File: src/mmpc_pkg.sv
// Purpose: Shared constants and types for the multi-mode pin configuration loader
// Assumes: 125 MHz clock; one clock domain
// Notes:   Widths and counts are fixed
package mmpc_pkg;

  // Connection kinds of a multi-mode pin
  typedef enum logic [1:0] {
    MMPC_TIED_LOW,
    MMPC_OPEN,
    MMPC_TIED_HIGH,
    MMPC_RESISTOR
  } mmpc_kind_type;

  // Sampling sequencer states
  typedef enum logic [2:0] {
    MMPC_S_IDLE,
    MMPC_S_PULL_UP,
    MMPC_S_PULL_DN,
    MMPC_S_CONVERT,
    MMPC_S_APPLY
  } mmpc_seq_type;

  localparam int NUM_PINS     = 4;
  localparam int PIN_ADDR_LO  = 0;
  localparam int PIN_ADDR_HI  = 1;
  localparam int PIN_VSEL_FIN = 2;
  localparam int PIN_VSEL_CRS = 3;
  localparam int ADC_W        = 8;
  localparam int IDX_W        = 5;
  localparam int MV_W         = 16;
  localparam int ADDR_W       = 7;
  localparam int DATA_W       = 16;
  localparam int REG_AW       = 8;
  localparam int DUTY_W       = 8;

  typedef struct packed {
    mmpc_kind_type          kind;
    logic [IDX_W-1:0]       index;
  } mmpc_pin_type;

  typedef struct packed {
    logic [MV_W-1:0]        vout_mv;
    logic [MV_W-1:0]        ceiling_mv;
    logic [ADDR_W-1:0]      bus_addr;
  } mmpc_cfg_type;

  // Settling time of the weak pulls
  localparam int CLK_PERIOD_NS = 8;
  localparam int SETTLE_NS     = 10000;
  localparam int SETTLE_CYCLES = (SETTLE_NS + CLK_PERIOD_NS - 1) / CLK_PERIOD_NS;
  localparam int CNT_W         = 12;

  // Resistance code to index conversion
  localparam logic [ADC_W-1:0] ADC_LOW_MAX  = 8'h04;
  localparam logic [ADC_W-1:0] ADC_RES_BASE = 8'h08;
  localparam logic [ADC_W:0]   ADC_HALF_BIN = 9'h004;
  localparam int               BIN_SHIFT    = 3;
  localparam logic [IDX_W-1:0] RES_IDX_MAX  = 5'h1e;
  localparam logic [IDX_W-1:0] TBL_IDX_MAX  = 5'h18;

  // Output voltage tables in millivolts
  localparam logic [MV_W-1:0] STRAP_MV [0:8] = '{
    16'h0258, 16'h0320, 16'h03e8,
    16'h04b0, 16'h05dc, 16'h0708,
    16'h09c4, 16'h0ce4, 16'h1388
  };
  localparam logic [MV_W-1:0]  SGL_BASE_MV   = 16'h0258;
  localparam logic [MV_W-1:0]  SGL_FINE_MV   = 16'h0032;
  localparam logic [IDX_W-1:0] SGL_KNEE_IDX  = 5'h0e;
  localparam logic [MV_W-1:0]  SGL_KNEE_MV   = 16'h0514;
  localparam logic [MV_W-1:0]  SGL_COARSE_MV = 16'h0064;
  localparam logic [MV_W-1:0]  COARSE_WEIGHT = 16'h0019;
  localparam logic [MV_W-1:0]  RES_STEP_MV   = 16'h000a;
  localparam logic [MV_W-1:0]  VOUT_RST_MV   = 16'h0258;
  localparam logic [19:0]      CEIL_NUM      = 20'h0000b;
  localparam logic [19:0]      CEIL_DEN      = 20'h0000a;

  // Bus address derivation
  localparam logic [ADDR_W-1:0] ADDR_BASE      = 7'h20;
  localparam logic [ADDR_W-1:0] ADDR_HI_WEIGHT = 7'h03;

  // Register offsets
  localparam logic [REG_AW-1:0] REG_STATUS   = 8'h00;
  localparam logic [REG_AW-1:0] REG_VOUT     = 8'h04;
  localparam logic [REG_AW-1:0] REG_ADDR     = 8'h08;
  localparam logic [REG_AW-1:0] REG_CEILING  = 8'h0c;
  localparam logic [REG_AW-1:0] REG_CTRL     = 8'h10;
  localparam logic [REG_AW-1:0] REG_DUTY_MAX = 8'h14;
  localparam logic [REG_AW-1:0] REG_IDX_LO   = 8'h18;
  localparam logic [REG_AW-1:0] REG_IDX_HI   = 8'h1c;

  // Field positions and reset values
  localparam int                CTRL_RESTORE_BIT = 0;
  localparam int                STAT_BUSY_BIT    = 8;
  localparam int                STAT_VALID_BIT   = 9;
  localparam logic [DUTY_W-1:0] DUTY_MAX_RST     = 8'he6;

endpackage

File: src/mmpc_decode.sv
// Purpose: Turns classified pins into voltage, ceiling and bus address
// Assumes: Inputs are stable registered pin results
// Notes:   Purely combinational
`timescale 1ns/10ps
module mmpc_decode
  import mmpc_pkg::*;
(
  // Classified pins
  input  mmpc_pin_type [NUM_PINS-1:0] pins,
  // Decoded settings
  output mmpc_cfg_type                cfg
);

  function automatic logic [MV_W-1:0] strap_num(input mmpc_pin_type p);
    case (p.kind)
      MMPC_TIED_LOW:  strap_num = 16'h0000;
      MMPC_OPEN:      strap_num = 16'h0001;
      MMPC_TIED_HIGH: strap_num = 16'h0002;
      default:        strap_num = MV_W'(p.index);
    endcase
  endfunction

  function automatic logic [MV_W-1:0] tbl_idx(input logic [IDX_W-1:0] i);
    tbl_idx = (i > TBL_IDX_MAX) ? MV_W'(TBL_IDX_MAX) : MV_W'(i);
  endfunction

  mmpc_pin_type    fine;
  mmpc_pin_type    coarse;
  logic [MV_W-1:0] vout;
  logic [19:0]     ceil_prod;
  logic [ADDR_W-1:0] lo_sel;
  logic [ADDR_W-1:0] hi_sel;

  assign fine   = pins[PIN_VSEL_FIN];
  assign coarse = pins[PIN_VSEL_CRS];

  always_comb begin
    vout = VOUT_RST_MV;
    if (coarse.kind != MMPC_RESISTOR && fine.kind != MMPC_RESISTOR) begin
      vout = STRAP_MV[4'(3 * strap_num(coarse) + strap_num(fine))];
    end else if (coarse.kind == MMPC_RESISTOR && fine.kind == MMPC_TIED_LOW) begin
      if (coarse.index <= SGL_KNEE_IDX) begin
        vout = SGL_BASE_MV + MV_W'(SGL_FINE_MV * MV_W'(coarse.index));
      end else begin
        vout = SGL_KNEE_MV
             + MV_W'(SGL_COARSE_MV * MV_W'(coarse.index - SGL_KNEE_IDX));
      end
    end else if (coarse.kind == MMPC_RESISTOR && fine.kind == MMPC_RESISTOR) begin
      vout = MV_W'((tbl_idx(fine.index) + COARSE_WEIGHT * tbl_idx(coarse.index))
             * RES_STEP_MV);
    end
  end

  assign ceil_prod      = (20'(vout) * CEIL_NUM) / CEIL_DEN;
  assign lo_sel         = ADDR_W'(strap_num(pins[PIN_ADDR_LO]));
  assign hi_sel         = ADDR_W'(strap_num(pins[PIN_ADDR_HI]));
  assign cfg.vout_mv    = vout;
  assign cfg.ceiling_mv = MV_W'(ceil_prod);
  assign cfg.bus_addr   = ADDR_BASE + ADDR_W'(hi_sel * ADDR_HI_WEIGHT) + lo_sel;

endmodule

File: src/mmpc_loader.sv
// Purpose: Samples multi-mode strap pins and holds the decoded configuration
// Assumes: Register port on the core clock; converter logic on the same clock
// Notes:   Pin levels are asynchronous and synchronised per pin
//
// Summary of operation
// - Each pin is classed as tied low, open, tied high or resistor.
// - Pins are sampled after reset and again on every restore command.
// - Strapped pins give three states; a pin pair selects one of nine.
// - Resistor codes are binned so only every fourth series value decodes.
// - A single resistor pin resolves to at most 31 codes.
// - The host may overwrite and read back the strapped output voltage.
// - Address and voltage ceiling come only from pins; others are writable.
// - Bus address is derived from the two address-select pins.
// - Voltage ceiling is ten percent above the pin-selected output voltage.
// - Duty command is capped at duty_max, 0xe6 after reset; the host may write any limit up to 0xff.
// - Two strapped voltage pins map onto nine fixed standard voltages.
// - Two resistors: coarse pin gives coarse step, fine pin 10 mV steps.
// - Fine pin tied low with coarse resistor uses the single-resistor table.
`timescale 1ns/10ps
module mmpc_loader
  import mmpc_pkg::*;
(
  // Clock and reset
  input  wire logic                          clk,
  input  wire logic                          rst_n,
  // Multi-mode pin sensing
  input  wire logic [NUM_PINS-1:0]           pin_level,
  output logic      [NUM_PINS-1:0]           pull_up_en,
  output logic      [NUM_PINS-1:0]           pull_dn_en,
  // Resistance converter
  output logic                               adc_start,
  input  wire logic                          adc_done,
  input  wire logic [NUM_PINS-1:0][ADC_W-1:0] adc_code,
  // Register port
  input  wire logic [REG_AW-1:0]             reg_addr,
  input  wire logic [DATA_W-1:0]             reg_wdata,
  input  wire logic                          reg_write,
  input  wire logic                          reg_read,
  output logic      [DATA_W-1:0]             reg_rdata,
  // PWM duty path
  input  wire logic [DUTY_W-1:0]             duty_request,
  output logic      [DUTY_W-1:0]             duty_limited,
  // Configuration outputs
  output logic      [ADDR_W-1:0]             bus_addr,
  output logic      [MV_W-1:0]               vout_setting,
  output logic      [MV_W-1:0]               output_voltage_ceiling,
  output logic                               config_valid,
  output logic                               sampling_busy
);

  mmpc_seq_type                state;
  mmpc_seq_type                next_state;
  logic [CNT_W-1:0]            settle_cnt;
  logic                        settle_done;
  logic                        start_pending;
  logic                        restore_cmd;
  logic                        adc_issued;
  logic                        capture_up;
  logic                        capture_dn;
  logic                        capture_adc;
  mmpc_pin_type [NUM_PINS-1:0] pins;
  mmpc_cfg_type                decoded;
  logic [DUTY_W-1:0]           duty_max;
  logic [DATA_W-1:0]           next_rdata;

  // Restore command from the register port
  assign restore_cmd = reg_write && (reg_addr == REG_CTRL) && reg_wdata[CTRL_RESTORE_BIT];

  // Sampling request: set after reset and on restore
  always_ff @(posedge clk or negedge rst_n) begin
    if (!rst_n) begin
      start_pending <= 1'b1;
    end else if (restore_cmd) begin
      start_pending <= 1'b1;
    end else if (state == MMPC_S_IDLE) begin
      start_pending <= 1'b0;
    end
  end

  // Settling counter
  assign settle_done = (settle_cnt == CNT_W'(SETTLE_CYCLES - 1));

  always_ff @(posedge clk or negedge rst_n) begin
    if (!rst_n) begin
      settle_cnt <= '0;
    end else if (state != next_state) begin
      settle_cnt <= '0;
    end else if ((state == MMPC_S_PULL_UP || state == MMPC_S_PULL_DN) && !settle_done) begin
      settle_cnt <= settle_cnt + CNT_W'(1);
    end
  end

  // Sequencer next state
  always_comb begin
    next_state = state;
    case (state)
      MMPC_S_IDLE: begin
        if (start_pending) next_state = MMPC_S_PULL_UP;
      end
      MMPC_S_PULL_UP: begin
        if (settle_done) next_state = MMPC_S_PULL_DN;
      end
      MMPC_S_PULL_DN: begin
        if (settle_done) next_state = MMPC_S_CONVERT;
      end
      MMPC_S_CONVERT: begin
        if (adc_issued && adc_done) next_state = MMPC_S_APPLY;
      end
      MMPC_S_APPLY: begin
        next_state = MMPC_S_IDLE;
      end
      default: begin
        next_state = MMPC_S_IDLE;
      end
    endcase
  end

  always_ff @(posedge clk or negedge rst_n) begin
    if (!rst_n) begin
      state <= MMPC_S_IDLE;
    end else begin
      state <= next_state;
    end
  end

  // Capture strobes
  assign capture_up  = (state == MMPC_S_PULL_UP) && settle_done;
  assign capture_dn  = (state == MMPC_S_PULL_DN) && settle_done;
  assign capture_adc = (state == MMPC_S_CONVERT) && adc_issued && adc_done;

  // Weak pull drive
  always_ff @(posedge clk or negedge rst_n) begin
    if (!rst_n) begin
      pull_up_en <= '0;
      pull_dn_en <= '0;
    end else begin
      pull_up_en <= {NUM_PINS{next_state == MMPC_S_PULL_UP}};
      pull_dn_en <= {NUM_PINS{next_state == MMPC_S_PULL_DN}};
    end
  end

  // Converter start, one pulse per sampling
  always_ff @(posedge clk or negedge rst_n) begin
    if (!rst_n) begin
      adc_start  <= 1'b0;
      adc_issued <= 1'b0;
    end else begin
      adc_start <= (state == MMPC_S_PULL_DN) && settle_done;
      if (state == MMPC_S_CONVERT) begin
        adc_issued <= 1'b1;
      end else begin
        adc_issued <= 1'b0;
      end
    end
  end

  // Per-pin classification
  generate
    for (genvar p = 0; p < NUM_PINS; p++) begin : g_pin
      mmpc_pin_sense u_sense (
        .clk         (clk),
        .rst_n       (rst_n),
        .pin_level   (pin_level[p]),
        .adc_code    (adc_code[p]),
        .capture_up  (capture_up),
        .capture_dn  (capture_dn),
        .capture_adc (capture_adc),
        .result      (pins[p])
      );
    end
  endgenerate

  mmpc_decode u_decode (
    .pins (pins),
    .cfg  (decoded)
  );

  // Pin-only settings
  always_ff @(posedge clk or negedge rst_n) begin
    if (!rst_n) begin
      bus_addr               <= ADDR_BASE;
      output_voltage_ceiling <= VOUT_RST_MV;
    end else if (state == MMPC_S_APPLY) begin
      bus_addr               <= decoded.bus_addr;
      output_voltage_ceiling <= decoded.ceiling_mv;
    end
  end

  // Output voltage setting: pins load it, host may overwrite
  always_ff @(posedge clk or negedge rst_n) begin
    if (!rst_n) begin
      vout_setting <= VOUT_RST_MV;
    end else if (state == MMPC_S_APPLY) begin
      vout_setting <= decoded.vout_mv;
    end else if (reg_write && reg_addr == REG_VOUT) begin
      vout_setting <= reg_wdata;
    end
  end

  // Duty limit setting
  always_ff @(posedge clk or negedge rst_n) begin
    if (!rst_n) begin
      duty_max <= DUTY_MAX_RST;
    end else if (reg_write && reg_addr == REG_DUTY_MAX) begin
      duty_max <= reg_wdata[DUTY_W-1:0];
    end
  end

  // Duty cap
  always_ff @(posedge clk or negedge rst_n) begin
    if (!rst_n) begin
      duty_limited <= '0;
    end else if (duty_request > duty_max) begin
      duty_limited <= duty_max;
    end else begin
      duty_limited <= duty_request;
    end
  end

  // Status flags
  always_ff @(posedge clk or negedge rst_n) begin
    if (!rst_n) begin
      config_valid  <= 1'b0;
      sampling_busy <= 1'b0;
    end else begin
      if (state == MMPC_S_APPLY) config_valid <= 1'b1;
      sampling_busy <= (next_state != MMPC_S_IDLE);
    end
  end

  // Read multiplexer
  always_comb begin
    next_rdata = '0;
    case (reg_addr)
      REG_STATUS: begin
        next_rdata[7:0]            = {pins[3].kind, pins[2].kind, pins[1].kind, pins[0].kind};
        next_rdata[STAT_BUSY_BIT]  = sampling_busy;
        next_rdata[STAT_VALID_BIT] = config_valid;
      end
      REG_VOUT: begin
        next_rdata = vout_setting;
      end
      REG_ADDR: begin
        next_rdata[ADDR_W-1:0] = bus_addr;
      end
      REG_CEILING: begin
        next_rdata = output_voltage_ceiling;
      end
      REG_CTRL: begin
        next_rdata = '0;
      end
      REG_DUTY_MAX: begin
        next_rdata[DUTY_W-1:0] = duty_max;
      end
      REG_IDX_LO: begin
        next_rdata[12:0] = {pins[1].index, 3'h0, pins[0].index};
      end
      REG_IDX_HI: begin
        next_rdata[12:0] = {pins[3].index, 3'h0, pins[2].index};
      end
      default: begin
        next_rdata = '0;
      end
    endcase
  end

  always_ff @(posedge clk or negedge rst_n) begin
    if (!rst_n) begin
      reg_rdata <= '0;
    end else if (reg_read) begin
      reg_rdata <= next_rdata;
    end else begin
      reg_rdata <= '0;
    end
  end

endmodule

File: src/mmpc_pin_sense.sv
// Purpose: Synchronises one multi-mode pin and classifies its connection
// Assumes: Capture strobes come from the sequencer on the same clock
// Notes:   Resistor code is 8 LSB per used resistor step
`timescale 1ns/10ps
module mmpc_pin_sense
  import mmpc_pkg::*;
(
  // Clock and reset
  input  wire logic             clk,
  input  wire logic             rst_n,
  // Pin side
  input  wire logic             pin_level,
  input  wire logic [ADC_W-1:0] adc_code,
  // Sequencer strobes
  input  wire logic             capture_up,
  input  wire logic             capture_dn,
  input  wire logic             capture_adc,
  // Result
  output mmpc_pin_type          result
);

  logic             sync_a;
  logic             sync_b;
  logic             up_high;
  logic             dn_high;
  logic [ADC_W:0]   offset;
  logic [IDX_W-1:0] next_index;
  mmpc_kind_type    next_kind;

  // Two-stage synchroniser
  always_ff @(posedge clk or negedge rst_n) begin
    if (!rst_n) begin
      sync_a <= 1'b0;
      sync_b <= 1'b0;
    end else begin
      sync_a <= pin_level;
      sync_b <= sync_a;
    end
  end

  // Levels under each weak pull
  always_ff @(posedge clk or negedge rst_n) begin
    if (!rst_n) begin
      up_high <= 1'b0;
      dn_high <= 1'b0;
    end else begin
      if (capture_up) up_high <= sync_b;
      if (capture_dn) dn_high <= sync_b;
    end
  end

  // Kind and resistor index
  always_comb begin
    offset     = {1'b0, adc_code} - {1'b0, ADC_RES_BASE} + ADC_HALF_BIN;
    next_index = '0;
    if (dn_high) begin
      next_kind = MMPC_TIED_HIGH;
    end else if (up_high) begin
      next_kind = MMPC_OPEN;
    end else if (adc_code <= ADC_LOW_MAX) begin
      next_kind = MMPC_TIED_LOW;
    end else begin
      next_kind = MMPC_RESISTOR;
      if (adc_code < ADC_RES_BASE) begin
        next_index = '0;
      end else if ((offset >> BIN_SHIFT) > 9'(RES_IDX_MAX)) begin
        next_index = RES_IDX_MAX;
      end else begin
        next_index = IDX_W'(offset >> BIN_SHIFT);
      end
    end
  end

  always_ff @(posedge clk or negedge rst_n) begin
    if (!rst_n) begin
      result <= '{kind: MMPC_OPEN, index: '0};
    end else if (capture_adc) begin
      result <= '{kind: next_kind, index: next_index};
    end
  end

endmodule

File: config.mk
export PLATFORM = sky130hd
export DESIGN_NAME = mmpc_loader
export DESIGN_NICKNAME = d
export VERILOG_FILES = /design/src/mmpc_pkg.sv /design/src/mmpc_decode.sv /design/src/mmpc_loader.sv /design/src/mmpc_pin_sense.sv
export SDC_FILE = /design/constraint.sdc
export NUM_CORES = 1
export LEC_CHECK = 0
export ABC_AREA = 1
export BUFFER_PORTS_ARGS = -buffer_cell sky130_fd_sc_hd__buf_2
export CAP_MARGIN = 15
export CORE_UTILIZATION = 40
export CTS_CLUSTER_DIAMETER = 80
export DETAILED_ROUTE_END_ITERATION = 7
export PLACE_DENSITY_LB_ADDON = 0.08
export SYNTH_ARGS = -nofsm -noshare
export SYNTH_HDL_FRONTEND = slang
export SYNTH_SLANG_ARGS = --single-unit
File: constraint.sdc
create_clock -name clk -period 16.9 [get_ports clk]
set_input_delay 1.69 -clock clk [delete_from_list [all_inputs] [get_ports clk]]
set_output_delay 1.69 -clock clk [all_outputs]
set_load 0.005 [all_outputs]
### After elaboration in Yosys (flattened, before gate mapping)

Memories as Yosys holds them, arrays and structs flattened.
Index checks and enable logic that the tools add are counted.

| cells by class | value |
|---|---|
| $add $sub $neg | 16 |
| multipliers | 7 |
| divide/modulo/power cells | 1 |
| $lt $le $gt $ge | 17 |
| equality and inequality tests | 27 |
| multiplexer cells | 65 |
| bitwise logic cells | 1 |
| reduce and logical (&&, ||, !) cells | 25 |

Operators with widths:

| kind | number |
|---|---|
| 2-to-1 mux 16 bit | 10 |
| 2-to-1 mux 5 bit | 22 |
| one-hot mux 7 bit (7 select lines) | 1 |
| one-hot mux 5 bit (3 select lines) | 3 |
| adder 9 x 3 -> 9 bit (second input constant) | 4 |
| subtractor 8 x 4 -> 9 bit (second input constant) | 4 |
| == test 8 x 5 -> 1 bit (second input constant) | 4 |
| less-or-equal comparator 8 x 3 -> 1 bit (second input constant) | 4 |
| less-than comparator 8 x 4 -> 1 bit (second input constant) | 4 |
| > comparator 6 x 5 -> 1 bit (second input constant) | 4 |
| 2-to-1 mux 12 bit | 2 |
| 2-to-1 mux 2 bit | 12 |
| one-hot mux 3 bit (4 select lines) | 2 |
| divider 20 x 4 -> 20 bit (second input constant) | 1 |
| multiplier 16 x 4 -> 20 bit (second input constant) | 1 |
| adder 11 x 16 -> 16 bit (first input constant) | 1 |
| adder 16 bit | 1 |
| == test 8 x 4 -> 1 bit (second input constant) | 2 |
| multiplier 16 x 3 -> 15 bit (second input constant) | 1 |
| multiplier 2 x 16 -> 4 bit (first input constant) | 1 |
| multiplier 5 x 16 -> 14 bit (first input constant) | 1 |
| multiplier 5 x 16 -> 16 bit (first input constant) | 1 |
| logical AND 1 bit | 13 |
| adder 10 x 11 -> 12 bit (first input constant) | 1 |
| other kinds (36) | 59 |

| storage, ports and cells | value |
|---|---|
| register bits | 137 |
| bits in read-only memories | 256 |
| input bits | 73 |
| output and inout port bits | 74 |
| memories kept | 1 |

Memory list:

| memory | words | bits a word | rd ports | clocked after memory_dff | wr ports | line | text |
|---|---|---|---|---|---|---|---|
| (name not given) | 16 | 16 | 1 | 0 | 0 | mmpc_decode.sv:40 | `vout = STRAP_MV[4'(3 * strap_num(coarse) + strap_num(fine))];` |

### Logic depth before layout (Yosys ltp)

Gate-level depths: netlist of the first run.

| depth | value |
|---|---|
| depth after elaboration | 12 |
| mapped depth | 160 |
| depth with buffers taken out | 156 |

### Hierarchy

A second synthesis of the first run with hierarchy kept.

| second synthesis, totals | value |
|---|---|
| cells, all modules | 2,805 |
| area, all modules | 18,939.4 um^2 |

By module, submodules not included:

| module | instances | cells each | area an instance (um^2) | seq. area each (um^2) |
|---|---|---|---|---|
| mmpc_decode | 1 | 1,936 | 11,564.8 | 0.0 |
| mmpc_loader | 1 | 553 | 4,882.2 | 2,346.0 |
| mmpc_pin_sense | 4 | 79 | 623.1 | 276.5 |

### Worst setup path after synthesis of the first run

No wires, ideal clock.

| timing path | value |
|---|---|
| path kind | register to register |
| start | register g_pin[3].u_sense.result[1] (netlist name) |
| end | register output_voltage_ceiling[0] |
| library setup time | 116 ps |
| data arrival time | 16,063 ps |
| path slack | 721 ps |
| stages on the path, launching flop included | 140 |
| path buffers | 6 |
| period minus slack after synthesis | 16,179 ps |
| path through | dfrtp_1 clkinv_1 ha_1 nand3_1 nand2_1 inv_1 nor2_1 ha_1 ha_1 inv_1 fa_1 inv_1 ha_1 nand2_1 o21ai_0 xor2_1 inv_1 ha_1 [... 104 more ...] nand3_4 nand2_1 nand2_2 clkinv_2 nand2_4 nand2_4 nand2_2 nand2_4 inv_2 nand2_2 nor2_2 nand3_2 nand2_1 nand3_1 nor2_1 nand3_1 nand2_1 nand2_1 |

| on the way | value |
|---|---|
| longest elaborated chain between the ends | 11 |
| elaborated cells on any way between the ends | 25 |

Ends and longest elaborated chain:

| what | line | text |
|---|---|---|
| start: declaration | mmpc_pin_sense.sv:19 | `output mmpc_pin_type result` |
| start signal: assignment | mmpc_pin_sense.sv:76 | `result <= '{kind: MMPC_OPEN, index: '0};` |
| start signal: assignment | mmpc_pin_sense.sv:78 | `result <= '{kind: next_kind, index: next_index};` |
| parallel branches: the longest is 8 deep, another holds multiplier 5 x 16 -> 16 bit | n/a |  |
| 2-to-1 mux 16 bit (*) | mmpc_decode.sv:39 | `if (coarse.kind != MMPC_RESISTOR && fine.kind != MMPC_RESISTOR) begin` |
| multiplier 16 x 4 -> 20 bit (*) | mmpc_decode.sv:54 | `assign ceil_prod = (20'(vout) * CEIL_NUM) / CEIL_DEN;` |
| divider 20 x 4 -> 20 bit (*) | mmpc_decode.sv:54 |  |
| end signal: assignment | mmpc_loader.sv:185 | `output_voltage_ceiling <= decoded.ceiling_mv;` |
| end: declaration | mmpc_loader.sv:46 | `output logic [MV_W-1:0] output_voltage_ceiling,` |

Every way passes the cells marked *. The select of a mux whose other input is x is not followed.
A chain may end at the register's enable or synchronous reset.

### Final worst setup path of the first run

| timing path | value |
|---|---|
| start | register g_pin[3].u_sense.result[3] (netlist name) |
| end | register output_voltage_ceiling[0] |

Same word-level chain as after synthesis.

==> results of run 1 <==
## final timing paths
path | startpoint | to | slack, ns | depth (start not counted)
max in group asynchronous | rst_n | g_pin[1].u_sense.result[6] | 14.32 | 2
min in group asynchronous | rst_n | g_pin[2].u_sense.sync_a | 1.29 | 1
max | g_pin[3].u_sense.result[3] | output_voltage_ceiling[0] | -0.09 | 132
min | g_pin[0].u_sense.sync_a | g_pin[0].u_sense.sync_b | 0.36 | 0
max reg2reg | g_pin[3].u_sense.result[3] | output_voltage_ceiling[0] | -0.09 | 132
min reg2reg | g_pin[0].u_sense.sync_a | g_pin[0].u_sense.sync_b | 0.36 | 0
## registers in the layout, indices dropped and copies added, names as in the netlist, 3 cells and up
signal	count
g_pin.u_sense.result	28
output_voltage_ceiling	16
reg_rdata	16
vout_setting	16
settle_cnt	12
duty_limited	8
duty_max	8
bus_addr	7
g_pin.u_sense.dn_high	4
g_pin.u_sense.sync_a	4
g_pin.u_sense.sync_b	4
g_pin.u_sense.up_high	4
state	3
## metal layers
layer / up-vias / wire length [um]
met4: 0 / 1470
met5: - / 0
met1: 8673 / 25700
met3: 80 / 2260
li1: 9499 / -
met2: 396 / 27500
## cells by family (layout without fill, tap and decap cells)
| family | after synthesis | count (layout) | synth area share |
|---|---|---|---|
| DFF | 137 | 137 | 0.200 |
| xor gates and xnor gates | 85 | 85 | 0.0443 |
| adders and majority gates | 176 | 176 | 0.141 |
| buffers and inverters | 491 | 988 | 0.116 |
| AOI/OAI and AO/OA | 334 | 334 | 0.113 |
| and+or+nand+nor | 1409 | 1420 | 0.386 |
## cell usage after synthesis (all sizes together) (7+ instances only)
cell / n / area share
a21oi: 88 / 0.026
xor2: 56 / 0.030
dfstp: 19 / 0.029
o21bai: 7 / 0.0030
a221oi: 7 / 0.0036
nand3b: 20 / 0.0097
nor3: 45 / 0.014
ha: 146 / 0.11
nor4: 7 / 0.0025
nand3: 196 / 0.064
clkinv: 9 / 0.0021
fa: 30 / 0.035
inv: 439 / 0.096
o211ai: 16 / 0.0070
xnor2: 29 / 0.015
o22ai: 36 / 0.013
a31oi: 9 / 0.0033
nor2: 283 / 0.074
dfrtp: 118 / 0.17
buf: 22 / 0.012
nand4: 63 / 0.024
o21ai: 132 / 0.039
nand2: 783 / 0.19
o221ai: 8 / 0.0041
clkbuf: 21 / 0.0054
## worst max-delay path, delay by kind of cell, from the launching register on
kind	cells	cell delay [ns]
compound gates	7	1.17
xor+xnor	2	0.45
simple gates	95	10.10
buf+inv	18	1.73
flops	1	0.41
fa+ha+maj	10	3.01
## per-stage QoR
step,TNS [ns],utilization,instance area (sq um),hold slack [ns],instances
final,-0.0932,0.538,22700,0.355,3679
after global routing,-3.60,0.538,22700,0.366,3679
after CTS,0,0.517,21800,0.358,3648
after detailed placement,-1.40,0.491,20700,0.337,3590
after global placement,-0.903,0.491,20700,0.336,3590
after floorplan,0,-,17200,0.331,2632
## timing repair
item,CTS,global route
buffers inserted,20,24
hold buffers,0,0
pin swaps,37,74
resized for setup,69,156
cloned,6,6
endpoints found under the setup margin,3,4
## area by class of cell
cell class                 count  share of cell area
clock buffer                  20              0.0201
inverter                     448              0.0748
multi-input combinational   2015               0.564
sequential                   137               0.152
timing repair buffer         508               0.154
clock inverter                12             0.00507
tap                          539              0.0297
==> run_results.csv, run 1 <==
group,metric,value,unit
setup_path,worstSetupStartpointType,"register",
layout,area.growth.synth_to_final,31.7,%
layout,diodes,0,
yosys,synth_cell_types,64,
layout,final_cell_mix,"624 x nand2_1, 392 x inv_1, 352 x buf_4",
sta,skew,0.00990,ns
grt,grt_max_degree,77,
cts,clock-root-buffer,"clkbuf_16",
sta,tightest_slew,0.921,ns
floorplan,die-height,210,um
drt,drt_wl_total,57000,um
place,place.gp.congestion,0.888,
cts,clock_insertion_delay_worst_skew,0.44,ns
drt,wire_per_inst,15.5,um
grt,top_usage_layer,"met2",
layout,regArea,0.00345,sq mm
yosys,synth-async-reset-ratio,1.00,
setup_path,worstPathRequired,17.23,ns
grt,antenna_found_initial,0,
sta,max_freq,58.8,MHz
grt,use_met1,0.334,
drt,ant_nets,0,
cts,cts_max_level,4,
setup_path,critPathCaptureType,"register",
grt,grt_pass1_wl,91000,um
place,numPortBuffers,146,
layout,final_nets,3376,
sta,finalCritPeriodShare,1.01,
cts,clk_pin_slew,0.06,ns
status,failed_checks,"negative setup slack",
setup_path,crit_arrival,17.32,ns
grt,use_met2,0.452,
floorplan,rows,75,
grt,grt_pass1_vias,18000,
setup_path,crit_type,"register to register",
setup_path,worst_path_most_repeated_cell,"nand2_2",
grt,grt_util_met3,0.0230,
job,maxCapViolCount,0,
grt,grtUsageTotal,0.257,
layout,multi_input_area,0.0128,sq mm
floorplan,die_w,210,um
sta,finalHoldViolations,0,
drt,vias_per_cell,5.07,
yosys,synth-seq-cells,137,
place,hpwl,45400,um
yosys,synth_cells,2632,
sta,period_needed,16.99,ns
floorplan,initial_utilization,0.408,
sta,drv_slew,0,
drt,drt-initial-drc-count,1096,
layout,layout_commonest_cell,"nand2_1",
drt,drc_errors,0,
floorplan,core,0.0422,sq mm
setup_path,critical-path-max-stage-delay,0.49,ns
floorplan,dieArea,0.0439,sq mm
yosys,synth_seq_area_share,0.200,
cts,cts_made_buffers,17,
drt,dr.pass1.iters,7,
layout,drive_above_1_share,0.304,
cts,cts.path.max_buffers,2,
setup_path,path_max_fanout,10,
yosys,syn-num-nets,2881,
yosys,syn_avg_cell_area,6.55,sq um
setup_path,crit_slowest_cell,"fa_1",
yosys,synth_ff_type,"dfrtp_1",
yosys,synth_edf_count,0,
grt,overflow,0,
sta,slew_headroom,0.384,
cts,tritoncts,"yes",
status,status,"complete, but fails checks",
drt,vias,18600,
sta,setup_viol,1,
floorplan,pin_count,147,
worst_hold_path,min_path_type,"register to register",
sta,post-route-worst-setup-slack,-0.0932,ns
cts,cts.sinks,137,
place,dp_slack,-0.787,ns
layout,fill_cells,4222,
yosys,yosysWarnings,0,
yosys,synthesis.area,0.0172,sq mm
sta,rsz0062_at_grt,"true",
Power of run 1 is left out: the tool's default activity adds up to more than one toggle a clock period on the data nets, which glitch-free logic cannot reach.
==> inputs of run 2 (changes only) <==
- SKIP_LAST_GASP: default -> 1
==> run_results.csv, run 2 (same netlist as run 1, synthesis figures left out) <==
group,metric,value,unit
status,status,"complete, but fails checks",
status,failed_checks,"negative setup slack",
setup_path,crit_arrival,17.38,ns
sta,drv_slew,0,
layout,drive_above_1_share,0.304,
layout,diodes,0,
sta,setup_viol,2,
setup_path,crit_slowest_cell,"fa_1",
cts,tritoncts,"yes",
floorplan,dieArea,0.0439,sq mm
sta,holdWs,0.355,ns
floorplan,die_w,210,um
grt,top_usage_layer,"met2",
worst_hold_path,min_from,"g_pin[0].u_sense.sync_a",
cts,cts.path.max_buffers,2,
setup_path,critPathCaptureType,"register",
cts,cts_made_buffers,17,
drt,vias_per_cell,5.06,
setup_path,path_max_fanout,10,
drt,vias,18600,
layout,regArea,0.00345,sq mm
setup_path,worstSetupStartpointType,"register",
cts,cts_max_level,4,
grt,grt_pass1_wl,91000,um
place,hpwl,45400,um
floorplan,core,0.0422,sq mm
grt,grt_max_degree,77,
cts,clock_insertion_delay_worst_skew,0.44,ns
layout,final_nets,3376,
floorplan,die-height,210,um
grt,grt_util_met3,0.0230,
worst_hold_path,min_path_type,"register to register",
cts,clk_pin_slew,0.06,ns
layout,area.growth.synth_to_final,31.6,%
grt,overflow,0,
grt,antenna_found_initial,0,
setup_path,rrSetupSlack,-0.15,ns
setup_path,timing.rr.end,"output_voltage_ceiling[0]",
cts,clock-root-buffer,"clkbuf_16",
job,maxCapViolCount,0,
sta,finalCritPeriodShare,1.01,
grt,use_met2,0.452,
sta,skew,0.00970,ns
sta,post-route-worst-setup-slack,-0.151,ns
sta,tightest_slew,0.934,ns
grt,use_met1,0.334,
setup_path,crit_type,"register to register",
floorplan,pin_count,147,
drt,drt_wl_total,57100,um
sta,slew_headroom,0.375,
cts,cts.sinks,137,
floorplan,rows,75,
setup_path,cp-endpoint,"output_voltage_ceiling[0]",
setup_path,startpoint,"g_pin[3].u_sense.result[3]",
layout,final_cell_mix,"625 x nand2_1, 392 x inv_1, 353 x buf_4",
setup_path,rr_worst_depth,140,
setup_path,crit-reg2reg-launch,"g_pin[3].u_sense.result[3]",
layout,fill_cells,4225,
layout,regMostFlops,"g_pin.u_sense.result",
drt,dr.pass1.iters,5,
drt,ant_nets,0,
drt,wire_per_inst,15.5,um
grt,grt_pass1_vias,18000,
layout,layout_commonest_cell,"nand2_1",
place,place.gp.congestion,0.888,
drt,drt-initial-drc-count,1040,
grt,grtUsageTotal,0.257,
sta,period_needed,17.05,ns
setup_path,worstPathRequired,17.23,ns
floorplan,initial_utilization,0.408,
sta,max_freq,58.6,MHz
layout,multi_input_area,0.0128,sq mm
drt,drc_errors,0,
layout,largest_reg_flops,28,
place,numPortBuffers,146,
setup_path,critical-path-max-stage-delay,0.52,ns
sta,finalHoldViolations,0,
sta,rsz0062_at_grt,"true",
-- run 2: routing by layer --
metal	routed length, um	share of wire
met5	0	0
met4	1480	0.026
met3	2230	0.039
met2	27500	0.48
met1	25800	0.45
-- run 2: cell type report --
class / instances / share of cell area
clock buffer: 20 / 0.0201
clock inverter: 12 / 0.00507
inverter: 448 / 0.0748
multi-input combinational: 2015 / 0.564
sequential: 137 / 0.152
tap: 539 / 0.0297
timing repair buffer: 508 / 0.154
-- run 2: critical path, delay by kind of cell, from the launching register on --
kind / cells / cell delay [ns]
compound gates: 6 / 0.81
buf+inv: 17 / 1.59
flops: 1 / 0.41
fa+ha+maj: 10 / 3.08
xor+xnor: 2 / 0.44
simple gates: 105 / 10.59
-- run 2: how the worst min path moves through the flow --
stage                              endpoint  cells after the start
detailed placement  g_pin[3].u_sense.sync_b                      0
floorplan           g_pin[0].u_sense.sync_b                      0
CTS                 g_pin[3].u_sense.sync_b                      0
global placement    g_pin[0].u_sense.sync_b                      0
finish              g_pin[0].u_sense.sync_b                      0
global route        g_pin[3].u_sense.sync_b                      0
-- run 2: timing repair --
item / 4_1_cts / 5_1_grt
buffers inserted: 20 / 24
gates resized for setup: 69 / 152
pin swaps: 37 / 73
endpoints found under the setup margin: 3 / 4
cloned: 6 / 6
hold buffers: 0 / 0
endpoints found under the hold margin: 0 / 0
-- run 2: through the flow --
step / TNS [ns] / utilization / worst slack, ns / area, sq um / instances
final: -0.170 / 0.537 / -0.151 / 22700 / 3679
after global routing: -3.68 / 0.537 / -1.52 / 22700 / 3679
after CTS: 0 / 0.517 / 0.00303 / 21800 / 3648
after detailed placement: -1.40 / 0.491 / -0.787 / 20700 / 3590
after global placement: -0.903 / 0.491 / -0.536 / 20700 / 3590
after floorplan: 0 / - / 0.721 / 17200 / 2632
Power of run 2 is left out for the same reason.
==> inputs of run 3 (changes only) <==
--- a/config.mk
+++ b/config.mk
@@ -12,4 +12,5 @@
 export CTS_CLUSTER_DIAMETER = 80
 export DETAILED_ROUTE_END_ITERATION = 7
+export MAX_ROUTING_LAYER = met4
 export PLACE_DENSITY_LB_ADDON = 0.08
 export SKIP_LAST_GASP = 1
==> constraint.sdc (replaced) <==
create_clock -name clk -period 16.9 [get_ports clk]
set_input_delay 1.69 -clock clk [delete_from_list [all_inputs] [get_ports clk]]
set_output_delay 1.69 -clock clk [all_outputs]
set_load 0.1 [all_outputs]
==> run_results.csv, run 3 (same netlist as run 1, synthesis figures left out) <==
group,metric,value,unit
status,status,"complete, but fails checks",
status,failed_checks,"negative setup slack",
worst_hold_path,worstHoldEndpoint,"g_pin[1].u_sense.sync_b",
layout,layout_commonest_cell,"nand2_1",
drt,drt_wl_total,59000,um
setup_path,path_max_fanout,8,
cts,cts_max_level,4,
place,numPortBuffers,146,
sta,slew_headroom,0.420,
setup_path,crit_type,"register to register",
drt,dr.pass1.iters,6,
floorplan,core,0.0422,sq mm
grt,grt_pass1_wl,90600,um
cts,cts_made_buffers,17,
place,post_dp_cell_area,0.0207,sq mm
sta,rsz0062_at_grt,"true",
layout,largest_reg_flops,28,
cts,cts.path.max_buffers,2,
drt,vias,18900,
grt,grt_pass1_vias,17900,
grt,grt_max_degree,73,
floorplan,rows,75,
setup_path,rrSetupSlack,-0.17,ns
drt,ant_nets,0,
setup_path,timing.rr.end,"output_voltage_ceiling[0]",
setup_path,rr_worst_depth,133,
setup_path,crit_arrival,17.39,ns
worst_hold_path,min_from,"g_pin[1].u_sense.sync_a",
grt,antenna_found_initial,1,
sta,post-route-worst-setup-slack,-0.166,ns
place,hpwl,45800,um
sta,skew,0.0119,ns
setup_path,crit-reg2reg-launch,"g_pin[3].u_sense.result[2]",
sta,finalHoldViolations,0,
grt,overflow,0,
floorplan,dieArea,0.0439,sq mm
cts,clk_pin_slew,0.06,ns
setup_path,worst_path_most_repeated_cell,"nand2_2",
place,dp_slack,-0.736,ns
setup_path,crit_slowest_cell,"fa_2",
layout,final_area,0.0237,sq mm
cts,cts.sinks,137,
setup_path,critPathCaptureType,"register",
drt,drt-initial-drc-count,1236,
grt,grtUsageTotal,0.265,
layout,final_cell_mix,"578 x nand2_1, 380 x buf_4, 373 x inv_1",
cts,cts_hold_buf,0,
layout,regMostFlops,"g_pin.u_sense.result",
layout,final_nets,3419,
job,maxCapViolCount,0,
floorplan,initial_utilization,0.408,
place,place.gp.congestion,0.940,
floorplan,pin_count,147,
sta,setup_viol,2,
cts,clock_insertion_delay_worst_skew,0.44,ns
layout,drive_above_1_share,0.352,
worst_hold_path,hold_depth,0,
setup_path,path_delay_family,"simple AND/OR/NAND/NOR gates",
drt,drc_errors,0,
setup_path,crit_buf_inv,24,
drt,wire_per_inst,15.8,um
sta,tightest_slew,0.864,ns
cts,tritoncts,"yes",
cts,clock-root-buffer,"clkbuf_16",
drt,vias_per_cell,5.08,
setup_path,worstSetupStartpointType,"register",
setup_path,critical-path-max-stage-delay,0.56,ns
sta,drv_slew,0,
layout,area.growth.synth_to_final,37.7,%
setup_path,worstPathRequired,17.22,ns
sta,finalCritPeriodShare,1.01,
worst_hold_path,min_path_type,"register to register",
floorplan,die-height,210,um
floorplan,die_w,210,um
sta,period_needed,17.07,ns
sta,max_freq,58.6,MHz
-- run 3: worst max-delay path by stage --
stage | to | cells past startpoint | from
after global routing | output_voltage_ceiling[0] | 141 | g_pin[3].u_sense.result[2]
after detailed placement | output_voltage_ceiling[0] | 135 | g_pin[3].u_sense.result[0]
after global placement | output_voltage_ceiling[0] | 138 | g_pin[3].u_sense.result[1]
after CTS | output_voltage_ceiling[0] | 137 | g_pin[3].u_sense.result[1]
after floorplan | output_voltage_ceiling[0] | 139 | g_pin[3].u_sense.result[1]
final | output_voltage_ceiling[0] | 133 | g_pin[3].u_sense.result[2]
-- run 3: routing by layer --
metal | GRT usage | share of wire | vias to the layer above
li1 | - | - | 9567
met1 | 0.327 | 0.45 | 8846
met2 | 0.449 | 0.49 | 398
met3 | 0.0283 | 0.035 | 106
met4 | 0.0909 | 0.031 | 0
met5 | - | 0 | -
-- run 3: stage by stage --
step,cells,utilization,hold WS [ns],setup TNS [ns]
2_1_floorplan,2632,-,0.331,0
3_3_place_gp,3590,0.491,0.335,-1.01
3_5_place_dp,3590,0.491,0.336,-1.30
4_1_cts,3648,0.516,0.359,-0.0654
5_1_grt,3723,0.562,0.367,-3.05
6_report,3723,0.562,0.357,-0.274
-- run 3: cell type report --
cell class / count / area (sq um)
sequential: 137 / 3450
clock inverter: 12 / 118
clock buffer: 20 / 447
tap: 539 / 674
fill: 4063 / 18500
antenna: 1 / 2.50
timing repair buffer: 552 / 3910
inverter: 448 / 1700
multi-input combinational: 2014 / 13400
-- run 3: timing repair --
item,in CTS,in global routing
setup endpoints to repair,3,5
hold endpoints to repair,0,0
gates cloned,4,10
resized for setup,64,352
pin swaps,36,196
buffers inserted,22,64
Power of run 3 is left out for the same reason.
